===== src/include/ctm_pkg.sv =====
// Purpose: Shared constants for the charge time edge control block
// Assumes: 16-bit registers on a plain strobe port
// Notes: Word addresses, one register per address
package ctm_pkg;
   // ----------------------------------------------------------------
   // Register addresses
   // ----------------------------------------------------------------
   localparam logic [2:0] ADDR_CTL_LOW = 3'h0;
   localparam logic [2:0] ADDR_CTL_HIGH = 3'h1;
   localparam logic [2:0] ADDR_IRQ_STAT = 3'h2;
   localparam logic [2:0] ADDR_IRQ_MASK = 3'h3;
   localparam logic [2:0] ADDR_UNIT_STAT = 3'h4;
   // ----------------------------------------------------------------
   // Control low fields
   // ----------------------------------------------------------------
   localparam int BIT_ENABLE = 15;
   localparam int BIT_IDLE_STOP = 13;
   localparam int BIT_DELAY_MODE = 12;
   localparam int BIT_EDGE_GATE = 11;
   localparam int BIT_EDGE_ORDER = 10;
   localparam int BIT_SRC_GROUND = 9;
   localparam int BIT_TRIG_EN = 8;
   localparam int TRIM_LSB = 2;
   localparam int TRIM_W = 6;
   localparam int RANGE_LSB = 0;
   localparam int RANGE_W = 2;
   localparam logic [15:0] CTL_LOW_MASK = 16'hbfff;
   localparam logic [15:0] CTL_LOW_RESET = 16'h0000;
   // ----------------------------------------------------------------
   // Control high fields
   // ----------------------------------------------------------------
   localparam int BIT_E1_SENS = 15;
   localparam int BIT_E1_POL = 14;
   localparam int E1_SRC_LSB = 10;
   localparam int BIT_E2_FLAG = 9;
   localparam int BIT_E1_FLAG = 8;
   localparam int BIT_E2_SENS = 7;
   localparam int BIT_E2_POL = 6;
   localparam int E2_SRC_LSB = 2;
   localparam int BIT_RANGE_HIGH = 0;
   localparam int SRC_W = 4;
   localparam logic [15:0] CTL_HIGH_MASK = 16'hfffd;
   localparam logic [15:0] CTL_HIGH_RESET = 16'h0000;
   // ----------------------------------------------------------------
   // Interrupt status bits
   // ----------------------------------------------------------------
   localparam int IRQ_W = 3;
   localparam int IRQ_EDGE1 = 0;
   localparam int IRQ_EDGE2 = 1;
   localparam int IRQ_PULSE = 2;
   localparam logic [15:0] RD_ZERO = 16'h0000;
endpackage


===== src/hw/ctm_edge_det.sv =====
// Purpose: Edge or level detection of one selected edge source
// Assumes: Sources synchronous to I_CLK
// Notes: Output is a one-cycle event for edges, a level otherwise
module ctm_edge_det
   import ctm_pkg::*;
#(
   parameter int NSRC = 16
) (
   input wire logic clk,
   input wire logic resetn,
   input wire logic [NSRC-1:0] i_src,
   input wire logic [SRC_W-1:0] i_sel,
   input wire logic i_pol,
   input wire logic i_sens,
   output logic o_hit
);
   typedef struct packed {
      logic prev;
   } ctm_det_t;
   ctm_det_t s_q, s_d;
   logic cur;

   always_comb begin
      cur = i_src[i_sel] ~^ i_pol;
      // Raw source is kept, so a polarity change is not taken for an edge
      s_d.prev = i_src[i_sel];
      // Edge mode fires on the active transition, level mode while active
      if (i_sens) begin
         o_hit = cur & ~(s_q.prev ~^ i_pol);
      end else begin
         o_hit = cur;
      end
   end

   always_ff @(posedge clk or negedge resetn) begin
      if (!resetn) begin
         s_q <= '0;
      end else begin
         s_q <= s_d;
      end
   end
endmodule


===== src/hw/ctm_unit.sv =====
// Purpose: Digital control of the charge time measurement unit
// Assumes: Register port strobes and edge sources synchronous to I_CLK
// Notes: Delay pulse is the comparator output gated combinationally
//
// Local design decisions: the strobed register port and the register offsets.
import ctm_pkg::*;

module ctm_unit
   import ctm_pkg::*;
#(
   parameter int NSRC = 16
) (
   input wire logic I_CLK,
   input wire logic I_RESETN,
   input wire logic [2:0] I_ADDR,
   input wire logic [15:0] I_WDATA,
   input wire logic I_WR,
   input wire logic I_RD,
   output logic [15:0] O_RDATA,
   input wire logic I_IDLE,
   input wire logic [NSRC-1:0] I_EDGE1_SRC,
   input wire logic [NSRC-1:0] I_EDGE2_SRC,
   input wire logic I_CMP_TRIP,
   output logic O_SRC_ON,
   output logic O_SRC_GROUND,
   output logic O_ROUTE_CMP,
   output logic O_ROUTE_ADC,
   output logic O_ROUTE_DIODE,
   output logic signed [5:0] O_TRIM,
   output logic [1:0] O_RANGE,
   output logic O_RANGE_HIGH,
   output logic O_TRIGGER,
   output logic O_PULSE,
   output logic O_IRQ
);
   // ----------------------------------------------------------------
   // State
   // ----------------------------------------------------------------
   typedef struct packed {
      logic [15:0] ctl_lo;
      logic [15:0] ctl_hi;
      logic [IRQ_W-1:0] stat;
      logic [IRQ_W-1:0] mask;
      logic pulse_prev;
      logic [15:0] rdata;
   } ctm_state_t;
   ctm_state_t s_q, s_d;

   logic hit1_raw, hit2_raw;
   logic running, gate_ok, acc1, acc2, f1, f2, trip;
   logic wr_lo, wr_hi;

   // ----------------------------------------------------------------
   // Helpers
   // ----------------------------------------------------------------
   // Write strobe aimed at one register address
   function automatic logic is_write(input logic wr, input logic [2:0] addr,
      input logic [2:0] target);
      return wr && addr == target;
   endfunction

   // Current flows only between the two edges
   function automatic logic flags_differ(input logic [15:0] hi);
      return hi[BIT_E1_FLAG] ^ hi[BIT_E2_FLAG];
   endfunction

   ctm_edge_det #(.NSRC(NSRC)) u_det1 (
      .clk(I_CLK),
      .resetn(I_RESETN),
      .i_src(I_EDGE1_SRC),
      .i_sel(s_q.ctl_hi[E1_SRC_LSB +: SRC_W]),
      .i_pol(s_q.ctl_hi[BIT_E1_POL]),
      .i_sens(s_q.ctl_hi[BIT_E1_SENS]),
      .o_hit(hit1_raw)
   );

   ctm_edge_det #(.NSRC(NSRC)) u_det2 (
      .clk(I_CLK),
      .resetn(I_RESETN),
      .i_src(I_EDGE2_SRC),
      .i_sel(s_q.ctl_hi[E2_SRC_LSB +: SRC_W]),
      .i_pol(s_q.ctl_hi[BIT_E2_POL]),
      .i_sens(s_q.ctl_hi[BIT_E2_SENS]),
      .o_hit(hit2_raw)
   );

   // ----------------------------------------------------------------
   // Next state
   // ----------------------------------------------------------------
   always_comb begin
      s_d = s_q;
      wr_lo = is_write(I_WR, I_ADDR, ADDR_CTL_LOW);
      wr_hi = is_write(I_WR, I_ADDR, ADDR_CTL_HIGH);
      running = s_q.ctl_lo[BIT_ENABLE]
         && !(s_q.ctl_lo[BIT_IDLE_STOP] && I_IDLE);
      gate_ok = running && s_q.ctl_lo[BIT_EDGE_GATE];
      acc1 = gate_ok && hit1_raw;
      acc2 = gate_ok && hit2_raw
         && (!s_q.ctl_lo[BIT_EDGE_ORDER] || s_q.ctl_hi[BIT_E1_FLAG]);
      trip = running && s_q.ctl_lo[BIT_DELAY_MODE] && I_CMP_TRIP;
      s_d.pulse_prev = trip;
      if (wr_lo) begin
         s_d.ctl_lo = I_WDATA & CTL_LOW_MASK;
      end
      // Hardware edge set wins over a software clear in the same cycle
      f1 = s_q.ctl_hi[BIT_E1_FLAG];
      f2 = s_q.ctl_hi[BIT_E2_FLAG];
      if (wr_hi) begin
         s_d.ctl_hi = I_WDATA & CTL_HIGH_MASK;
         f1 = I_WDATA[BIT_E1_FLAG];
         f2 = I_WDATA[BIT_E2_FLAG];
      end
      s_d.ctl_hi[BIT_E1_FLAG] = f1 | acc1;
      s_d.ctl_hi[BIT_E2_FLAG] = f2 | acc2;
      if (is_write(I_WR, I_ADDR, ADDR_IRQ_STAT)) begin
         s_d.stat = s_q.stat & ~I_WDATA[IRQ_W-1:0];
      end
      if (is_write(I_WR, I_ADDR, ADDR_IRQ_MASK)) begin
         s_d.mask = I_WDATA[IRQ_W-1:0];
      end
      s_d.stat[IRQ_EDGE1] = s_d.stat[IRQ_EDGE1] | acc1;
      s_d.stat[IRQ_EDGE2] = s_d.stat[IRQ_EDGE2] | acc2;
      s_d.stat[IRQ_PULSE] = s_d.stat[IRQ_PULSE] | (trip & ~s_q.pulse_prev);
      s_d.rdata = RD_ZERO;
      if (I_RD) begin
         unique case (I_ADDR)
            ADDR_CTL_LOW: s_d.rdata = s_q.ctl_lo;
            ADDR_CTL_HIGH: s_d.rdata = s_q.ctl_hi;
            ADDR_IRQ_STAT: s_d.rdata[IRQ_W-1:0] = s_q.stat;
            ADDR_IRQ_MASK: s_d.rdata[IRQ_W-1:0] = s_q.mask;
            ADDR_UNIT_STAT: s_d.rdata[0] = O_SRC_ON;
            default: s_d.rdata = RD_ZERO;
         endcase
      end
   end

   always_ff @(posedge I_CLK or negedge I_RESETN) begin
      if (!I_RESETN) begin
         s_q.ctl_lo <= CTL_LOW_RESET;
         s_q.ctl_hi <= CTL_HIGH_RESET;
         s_q.stat <= '0;
         s_q.mask <= '0;
         s_q.pulse_prev <= 1'b0;
         s_q.rdata <= RD_ZERO;
      end else begin
         s_q <= s_d;
      end
   end

   // ----------------------------------------------------------------
   // Outputs
   // ----------------------------------------------------------------
   // Current flows between the two edges; charging in delay mode
   assign O_SRC_ON = running && !s_q.ctl_lo[BIT_SRC_GROUND]
      && flags_differ(s_q.ctl_hi);
   assign O_SRC_GROUND = s_q.ctl_lo[BIT_SRC_GROUND];
   assign O_ROUTE_CMP = running && s_q.ctl_lo[BIT_DELAY_MODE];
   assign O_ROUTE_ADC = running && !s_q.ctl_lo[BIT_DELAY_MODE];
   assign O_ROUTE_DIODE = running
      && !flags_differ(s_q.ctl_hi);
   assign O_TRIM = s_q.ctl_lo[TRIM_LSB +: TRIM_W];
   assign O_RANGE = s_q.ctl_lo[RANGE_LSB +: RANGE_W];
   assign O_RANGE_HIGH = s_q.ctl_hi[BIT_RANGE_HIGH];
   assign O_TRIGGER = s_q.ctl_lo[BIT_TRIG_EN] && trip;
   assign O_PULSE = trip;
   assign O_RDATA = s_q.rdata;
   assign O_IRQ = |(s_q.stat & s_q.mask);
endmodule


===== config.mk =====
export PLATFORM = sky130hd
export DESIGN_NAME = ctm_unit
export DESIGN_NICKNAME = d
export VERILOG_FILES = /design/src/include/ctm_pkg.sv /design/src/hw/ctm_edge_det.sv /design/src/hw/ctm_unit.sv
export SDC_FILE = /design/constraint.sdc
export NUM_CORES = 1
export LEC_CHECK = 0
export BUFFER_PORTS_ARGS = -buffer_cell sky130_fd_sc_hd__buf_2
export CAP_MARGIN = 25
export CORE_MARGIN = 3
export CORE_UTILIZATION = 53
export CTS_BUF_LIST = sky130_fd_sc_hd__clkbuf_4
export CTS_CLUSTER_DIAMETER = 50
export DETAILED_ROUTE_END_ITERATION = 7
export PLACE_DENSITY_LB_ADDON = 0.12
export SLEW_MARGIN = 20
export SYNTH_ARGS = -nofsm -noshare
export SYNTH_HDL_FRONTEND = slang
export SYNTH_SLANG_ARGS = --single-unit

===== constraint.sdc =====
create_clock -name I_CLK -period 2.36 [get_ports I_CLK]
set_input_delay 0.472 -clock I_CLK [delete_from_list [all_inputs] [get_ports I_CLK]]
set_output_delay 0.472 -clock I_CLK [all_outputs]
set_load 0.05 [all_outputs]

==> run_results.csv, run 1 <==
group,metric,value,unit
run_status,status,"finished clean",
critical_path,crit_fanout,4,
place,post-dp-hpwl,4170,um
logic_synthesis,syn-num-nets,291,
sta,period_share,91.3,%
sta,timing.final.crit_period,2.15,ns
place,portBuffers,89,
power,p_leak,1.62,nW
sta,setup_viol,0,
clock_tree,hold_buffers,0,
clock_tree,clk_pin_slew_worst_paths,0.16,ns
logic_synthesis,synthFlopType,"dfrtp_1",
clock_tree,clock_path_buffers,2,
floorplanning,die_w,78.6,um
clock_tree,htree_levels,2,
clock_tree,cts_setup_buffers,0,
sta,skew,0.0171,ns
sta,slew_headroom,65.8,%
place,gp_congestion,0.719,
route,vias,1955,
critical_path,critPathLaunch,"s_q[52]$_DFFE_PN0P_",
global_route,grt_max_degree,56,
floorplanning,core_area,4910,um2
sta,final_hold_viol_count,0,
global_route,antenna_found_initial,0,
critical_path,cp_num_buf_inv,1,
sta,fmax,464,MHz
sta,slew_violations,0,
logic_synthesis,yosys_warnings,0,
layout,design_area,3260,um2
logic_synthesis,syn_area,2800,um2
floorplanning,die_y,78.6,um
route,drt-initial-drc-count,102,
clock_tree,clock_latency,0.38,ns
clock_tree,root_buffer,"clkbuf_4",
clock_tree,cts_resized,0,
layout,syn2layout_area_growth,16.7,%
global_route,grt_usage,19.5,%
floorplanning,io-pin-count,90,
logic_synthesis,syn_area_per_cell,11.9,um2
critical_path,max_stage_delay,0.45,ns
critical_path,required,1.89,ns
logic_synthesis,synth-edff-count,0,
logic_synthesis,synth_seq_area_share,49.2,%
floorplanning,start_util,56.9,%
route,drc,0,
layout,nFillCells,387,
power,peakVddDrop,557,uV
layout,utilization,66.4,%
flow_run,max_cap_violations,0,
global_route,grt_pass1_vias,1963,
logic_synthesis,synthArstFlopShare,100,%
logic_synthesis,syn_inst,234,
layout,nets,358,
logic_synthesis,ys_seq_elements,55,
critical_path,start_kind,"flop",
sta,setup_ws,0.206,ns
critical_path,worstReg2RegStart,"s_q[33]$_DFFE_PN0P_",
critical_path,critical-path-top-delay-family,"flip-flops",
hold_path,hp-class,"in2async",
layout,layout-drive-gt1-share,48.3,%
global_route,grt_pass1_wl,9490,um
route,dr.pass1.iters,4,
sta,whs,0.0485,ns
place,pre_cts_slack,0.458,ns
route,wire_per_inst,15.4,um
sta,tns,0,ns
critical_path,crit_chain,"a21boi_0 -> and3_2 -> and2_1 -> buf_2",
clock_tree,numCtsBuffers,5,
logic_synthesis,yosysUniqueCellTypes,37,
sta,worst_pin_slew,0.507,ns
place,place_area,3180,um2
layout,diodes,0,
route,ant_nets,0,
critical_path,arrival,1.68,ns
clock_tree,cts_sinks,55,
sta,grt_setup_unrepaired,"no",
route,via_per_inst,5.30,
critical_path,path_class,"reg2out",
floorplanning,dieArea,6180,um2
route,wirelength,5690,um
power,p_per_area,869,nW/um2
critical_path,cpMaxStageDelayCell,"dfrtp_1",
floorplanning,num_rows,25,
clock_tree,cts_tree,"done",
global_route,grt_overflow,0,
critical_path,end_kind,"primary output",
[worst paths after layout]
path,end,slack (ns),cells after the start
setup / recovery,O_TRIGGER,0.21,4
hold / removal,O_RDATA[3]$_DFF_PN0_,0.05,2
setup reg to reg,s_q[31]$_DFF_PN0_,0.41,5
hold reg to reg,s_q[21]$_DFF_PN0_,0.53,2
max in group asynchronous,O_RANGE[1]$_DFFE_PN0P_,2.06,2
min in group I_CLK,s_q[28]$_DFFE_PN0P_,0.30,3
[synth_stat cells, drive strengths merged, types with 4 or more instances]
master | n | area [um2]
mux2i | 19 | 190
mux4 | 5 | 120
mux2 | 35 | 398
nand2 | 18 | 67.6
dfrtp | 55 | 1380
nor2 | 18 | 67.6
inv | 4 | 15.0
nand2b | 4 | 25.0
buf | 29 | 214
nor2b | 7 | 43.8
clkbuf | 5 | 18.8
[stage by stage]
stage                     power (mW)  std cells
after floorplan                 2.11        234
after global placement          2.30        361
after detailed placement        2.32        361
after CTS                       2.86        369
after global routing            3.01        369
final                           2.83        369
[logic make-up (layout without fill, tap and decap cells)]
kind of cell	after synthesis	after routing	share of synthesized area, %
buf+inv	38	106	8.86
flops	55	55	49.2
compound gates	18	18	4.83
xor+xnor	1	1	0.313
simple gates	63	63	11.4
mux	59	59	25.3
[metal layers]
metal	GRT usage (%)	vias up	share of wire (%)	wire length (um)
li1	-	928	-	-
met1	27.9	952	46	2610
met2	30.4	68	47	2660
met3	4.01	7	6.3	356
met4	4.72	0	1.0	59
met5	0	-	0	0
[area by class of cell]
class	instances	area [um2]	share of cell area [%]
sequential	55	1380	42.2
multi-input combinational	141	1200	36.7
timing repair buffer	94	508	15.6
clock inverter	3	46.3	1.42
inverter	4	15.0	0.460
tap	67	83.8	2.57
clock buffer	5	37.5	1.15
[power breakdown]
group          internal [mW]  switching [mW]  total, mW
clock                  0.227           0.307      0.534
sequential              1.13           0.190       1.32
combinational          0.403           0.576      0.979
[cells in the final DEF, fill, tap and decap left out, types with 2 or more instances in the layout]
master    Yosys  layout
nor2_1       18      18
buf_12        0       2
o21ai_0       3       3
mux4_1        2       2
dfrtp_1      55      55
clkbuf_4      0       5
inv_1         4       4
mux2i_1      19      19
o22ai_1       3       3
a21oi_1       3       3
buf_4        25       3
mux2_2       34      34
mux4_2        3       3
and2_1        3       3
nand3_1       2       2
a221o_1       2       2
buf_2         3      89
nand2b_1      4       4
nand2_1      18      18
nor2b_1       7       7
nor3_1        3       3
[worst reg2reg max path, cell delays in order, from the launching register on]
cell and delay (ns):
dfrtp_1 0.56, mux4_1 0.61, o22ai_1 0.20, o32ai_2 0.12, mux2_4 0.32, nand2_1 0.08
[sequential cells by signal (all words and copies together) (netlist names)]
register and count:
s_q 27, O_RDATA 16, O_TRIM 6, O_RANGE 2
O_RANGE_HIGH 1, O_SRC_GROUND 1, u_det1.s_q 1, u_det2.s_q 1
Power figures use the tool's default switching activity.
==> run 2: changes to the inputs <==
--- a/config.mk
+++ b/config.mk
@@ -8,11 +8,12 @@
 export BUFFER_PORTS_ARGS = -buffer_cell sky130_fd_sc_hd__buf_2
 export CAP_MARGIN = 25
 export CORE_MARGIN = 3
-export CORE_UTILIZATION = 53
+export CORE_UTILIZATION = 50
 export CTS_BUF_LIST = sky130_fd_sc_hd__clkbuf_4
 export CTS_CLUSTER_DIAMETER = 50
 export DETAILED_ROUTE_END_ITERATION = 7
 export PLACE_DENSITY_LB_ADDON = 0.12
+export RECOVER_POWER = 25
 export SLEW_MARGIN = 20
 export SYNTH_ARGS = -nofsm -noshare
 export SYNTH_HDL_FRONTEND = slang
==> run_results.csv, run 2 (synthesis gave the netlist of run 1 again) <==
group,metric,value,unit
sta,fmax,459,MHz
sta,grt_setup_unrepaired,"no",
floorplanning,num_rows,26,
clock_tree,clk_pin_slew_worst_paths,0.17,ns
place,gp_congestion,0.827,
route,drt-initial-drc-count,74,
route,drc,0,
global_route,grt_pass1_wl,9080,um
layout,nFillCells,484,
floorplanning,start_util,53.0,%
floorplanning,dieArea,6520,um2
place,placed_cells,365,
run_status,status,"finished clean",
sta,slew_headroom,23.3,%
global_route,antenna_found_initial,0,
layout,largest_reg_flops,27,
layout,final_cell_mix,"88 x buf_2, 55 x dfrtp_1, 34 x mux2_2, 19 x mux2i_1",
layout,syn2layout_area_growth,16.1,%
critical_path,start_kind,"flop",
hold_path,hp-class,"in2async",
sta,skew,0.0190,ns
power,p_per_area,868,nW/um2
route,wire_per_inst,15.1,um
sta,timing.final.crit_period,2.18,ns
floorplanning,core_area,5270,um2
sta,slew_violations,0,
route,wirelength,5620,um
floorplanning,io-pin-count,90,
layout,layout_commonest_cell,"buf_2",
layout,utilization,61.6,%
power,p_sw,1.06,mW
critical_path,rr_worst_depth,5,
route,vias,1914,
clock_tree,cts_setup_buffers,0,
global_route,grt_max_degree,35,
critical_path,required,1.89,ns
place,place_area,3180,um2
route,via_per_inst,5.13,
sta,period_share,92.3,%
power,p_sw_share,37.6,%
layout,largest-register,"s_q",
layout,multi_input_area,1200,um2
layout,layout.cells.non_filler,373,
place,post-dp-hpwl,4220,um
layout,design_area,3250,um2
power,pwr-share-clk,18.8,%
clock_tree,cts_resized,0,
clock_tree,root_buffer,"clkbuf_4",
place,portBuffers,89,
sta,worst_pin_slew,1.15,ns
power,combPwrFrac,34.5,%
layout,nets,359,
global_route,grt_overflow,0,
global_route,grt_pass1_vias,1841,
global_route,grt_usage,18.2,%
critical_path,end_kind,"primary output",
power,pwr-share-seq,46.7,%
floorplanning,die_w,80.8,um
route,ant_nets,0,
clock_tree,cts_sinks,55,
clock_tree,cts_tree,"done",
power,peakVddDrop,440,uV
critical_path,worstReg2RegStart,"s_q[25]$_DFFE_PN0P_",
critical_path,crit_fanout,4,
flow_run,max_cap_violations,0,
layout,seq_area,1380,um2
floorplanning,die_y,80.8,um
sta,final_hold_viol_count,0,
power,p_leak,1.61,nW
clock_tree,clock_path_buffers,2,
layout,diodes,0,
clock_tree,numCtsBuffers,5,
power,internal_power,1.76,mW
route,dr.pass1.iters,4,
clock_tree,clock_latency,0.38,ns
layout,layout-drive-gt1-share,48.2,%
critical_path,arrival,1.71,ns
sta,setup_viol,0,
clock_tree,hold_buffers,0,
clock_tree,htree_levels,2,
sta,tns,0,ns
critical_path,critPathLaunch,"s_q[52]$_DFFE_PN0P_",
critical_path,path_class,"reg2out",
[run 2: cell types whose count changed in the layout (fill, tap and decap cells not counted), sizes merged]
cell,delta
clkbuf,+2
buf,-1
[run 2: metal layers]
metal	up-vias	global-route usage (%)	routed length [um]
met4	0	3.38	14
met5	-	0	0
met1	904	26.3	2650
met3	2	4.10	410
li1	939	-	-
met2	69	28.8	2540
[run 2: worst paths after layout]
kind	to	slack, ns
max	O_TRIGGER	0.18
min	O_RDATA[15]$_DFF_PN0_	0.28
max reg2reg	s_q[21]$_DFF_PN0_	0.47
min reg2reg	s_q[21]$_DFF_PN0_	0.54
max in group asynchronous	s_q[28]$_DFFE_PN0P_	0.66
min in group I_CLK	s_q[32]$_DFF_PN0_	0.30
[run 2: layout make-up]
cell class	count	area share, %
Sequential cell	55	42.4
Multi-Input combinational cell	141	36.9
Timing Repair Buffer	95	15.0
Tap cell	70	2.70
Clock inverter	3	1.43
Clock buffer	5	1.16
Inverter	4	0.463
[run 2: worst max-delay path, cell delays in order (launching register included)]
cell and delay, ns:
dfrtp_1 0.47, a21boi_0 0.23, and3_2 0.25, and2_1 0.12, buf_2 0.25
[run 2: power by group through the flow]
stage	clock network [mW]	logic, mW	registers [mW]
6_report	0.529	0.972	1.32
5_1_grt	0.584	1.05	1.36
4_1_cts	0.542	0.987	1.32
3_5_place_dp	0	0.983	1.34
3_3_place_gp	0	0.972	1.34
2_1_floorplan	0	0.818	1.29
[run 2: stage by stage]
stage,setup slack [ns],total power [mW],hold slack (ns)
final,0.181,2.82,0.276
after global routing,0.0728,2.99,0.273
after CTS,0.161,2.85,0.0390
after detailed placement,0.460,2.32,0.473
after global placement,0.496,2.31,0.478
after floorplan,0.109,2.11,0.176
==> run 3: changes to the inputs <==
--- a/config.mk
+++ b/config.mk
@@ -8,7 +8,7 @@
 export BUFFER_PORTS_ARGS = -buffer_cell sky130_fd_sc_hd__buf_2
 export CAP_MARGIN = 25
 export CORE_MARGIN = 3
-export CORE_UTILIZATION = 50
+export CORE_UTILIZATION = 47
 export CTS_BUF_LIST = sky130_fd_sc_hd__clkbuf_4
 export CTS_CLUSTER_DIAMETER = 50
 export DETAILED_ROUTE_END_ITERATION = 7
==> constraint.sdc (replaced) <==
create_clock -name I_CLK -period 2 [get_ports I_CLK]
set_input_delay 0.4 -clock I_CLK [delete_from_list [all_inputs] [get_ports I_CLK]]
set_output_delay 0.4 -clock I_CLK [all_outputs]
set_load 0.05 [all_outputs]
==> run_results.csv, run 3 (synthesis gave the netlist of run 1 again) <==
group,metric,value,unit
layout,diodes,0,
critical_path,path_class,"reg2out",
layout,layout-drive-gt1-share,50.3,%
place,placed_cells,369,
global_route,grt_usage,18.3,%
global_route,grt_max_degree,56,
sta,grt_setup_unrepaired,"no",
route,wire_per_inst,15.8,um
global_route,grt_pass1_vias,2039,
layout,final_cell_mix,"87 x buf_2, 53 x dfrtp_1, 34 x mux2_2, 19 x mux2i_1",
sta,setup_viol,0,
sta,timing.final.crit_period,1.92,ns
sta,whs,0.250,ns
route,drc,0,
floorplanning,io-pin-count,90,
clock_tree,cts_sinks,55,
clock_tree,cts_setup_buffers,0,
sta,slew_headroom,19.4,%
place,gp_congestion,0.821,
route,via_per_inst,5.18,
hold_path,hp-class,"in2reg",
floorplanning,die_y,83.1,um
power,peakVddDrop,566,uV
route,ant_nets,0,
floorplanning,die_w,83.1,um
floorplanning,num_rows,27,
critical_path,required,1.60,ns
clock_tree,cts_tree,"done",
layout,layout_commonest_cell,"buf_2",
critical_path,end_kind,"primary output",
route,vias,1957,
floorplanning,start_util,49.5,%
route,wirelength,5960,um
sta,skew,0.00970,ns
floorplanning,core_area,5640,um2
layout,syn2layout_area_growth,17.8,%
global_route,grt_overflow,0,
layout,utilization,58.4,%
layout,nets,362,
place,post-dp-hpwl,4460,um
global_route,grt_pass1_wl,10300,um
place,portBuffers,89,
sta,final_hold_viol_count,0,
layout,nFillCells,503,
power,p_per_area,983,nW/um2
power,power.total,3.24,mW
floorplanning,dieArea,6910,um2
critical_path,crit_fanout,5,
layout,largest_reg_flops,27,
route,dr.pass1.iters,4,
sta,worst_pin_slew,1.21,ns
clock_tree,numCtsBuffers,5,
layout,largest-register,"s_q",
sta,slew_violations,0,
power,p_leak,1.62,nW
global_route,antenna_found_initial,0,
clock_tree,root_buffer,"clkbuf_4",
clock_tree,clock_path_buffers,2,
sta,period_share,95.9,%
route,drt-initial-drc-count,80,
clock_tree,htree_levels,2,
critical_path,arrival,1.52,ns
clock_tree,clock_latency,0.37,ns
critical_path,start_kind,"flop",
run_status,status,"finished clean",
flow_run,max_cap_violations,0,
layout,layout.cells.non_filler,378,
sta,fmax,521,MHz
clock_tree,clk_pin_slew_worst_paths,0.15,ns
## run 3: worst paths after layout
| kind | from | end | slack [ns] | depth (start not counted) |
|---|---|---|---|---|
| max in group asynchronous | I_RESETN | s_q[52]$_DFFE_PN0P_ | 0.31 | 3 |
| min reg2reg | s_q[18]$_DFFE_PN0P_ | s_q[18]$_DFFE_PN0P_ | 0.55 | 1 |
| max reg2reg | s_q[25]$_DFFE_PN0P_ | s_q[32]$_DFF_PN0_ | 0.24 | 5 |
| min in group asynchronous | I_RESETN | O_RDATA[0]$_DFF_PN0_ | 0.89 | 3 |
| max | s_q[52]$_DFFE_PN0P_ | O_ROUTE_DIODE | 0.08 | 4 |
| min | I_WDATA[5] | s_q[28]$_DFFE_PN0P_ | 0.25 | 3 |
## run 3: cell type report
| class | count | area (um2) | share of cell area, % |
|---|---|---|---|
| Clock inverter | 2 | 12.5 | 0.380 |
| Multi-Input combinational cell | 141 | 1210 | 36.8 |
| Timing Repair Buffer | 98 | 541 | 16.4 |
| Sequential cell | 55 | 1380 | 41.9 |
| Tap cell | 72 | 90.1 | 2.74 |
| Inverter | 4 | 15.0 | 0.456 |
| Clock buffer | 6 | 45.0 | 1.37 |
## run 3: power by group
group          switching, mW  total [mW]  internal (mW)
sequential             0.216        1.55           1.34
clock                  0.338       0.488          0.150
combinational          0.700        1.20          0.496
## run 3: critical path: stages, from the launching register on
cell      delay (ns)
dfrtp_2         0.47
a21boi_2        0.16
buf_4           0.16
and2_1          0.11
buf_2           0.25
## run 3: through the flow
step	worst slack, ns	instance area (um2)	TNS (ns)
finish	0.0824	3290	0
global route	0.00397	3290	0
CTS	0.00513	3280	0
detailed placement	0.117	3210	0
global placement	0.214	3210	0
floorplan	-0.0616	2800	-0.0616
## run 3: per-layer routing
layer | wire (um) | global-route usage, %
met2 | 2840 | 29.6
met1 | 2710 | 25.3
met4 | 46 | 4.01
met5 | 0 | 0
met3 | 366 | 4.37
## run 3: what timing repair did
item,in CTS,in global routing
setup endpoints to repair,4,6
hold endpoints to repair,31,0
hold buffers,1,0
resized for setup,2,10
pin swaps,0,1
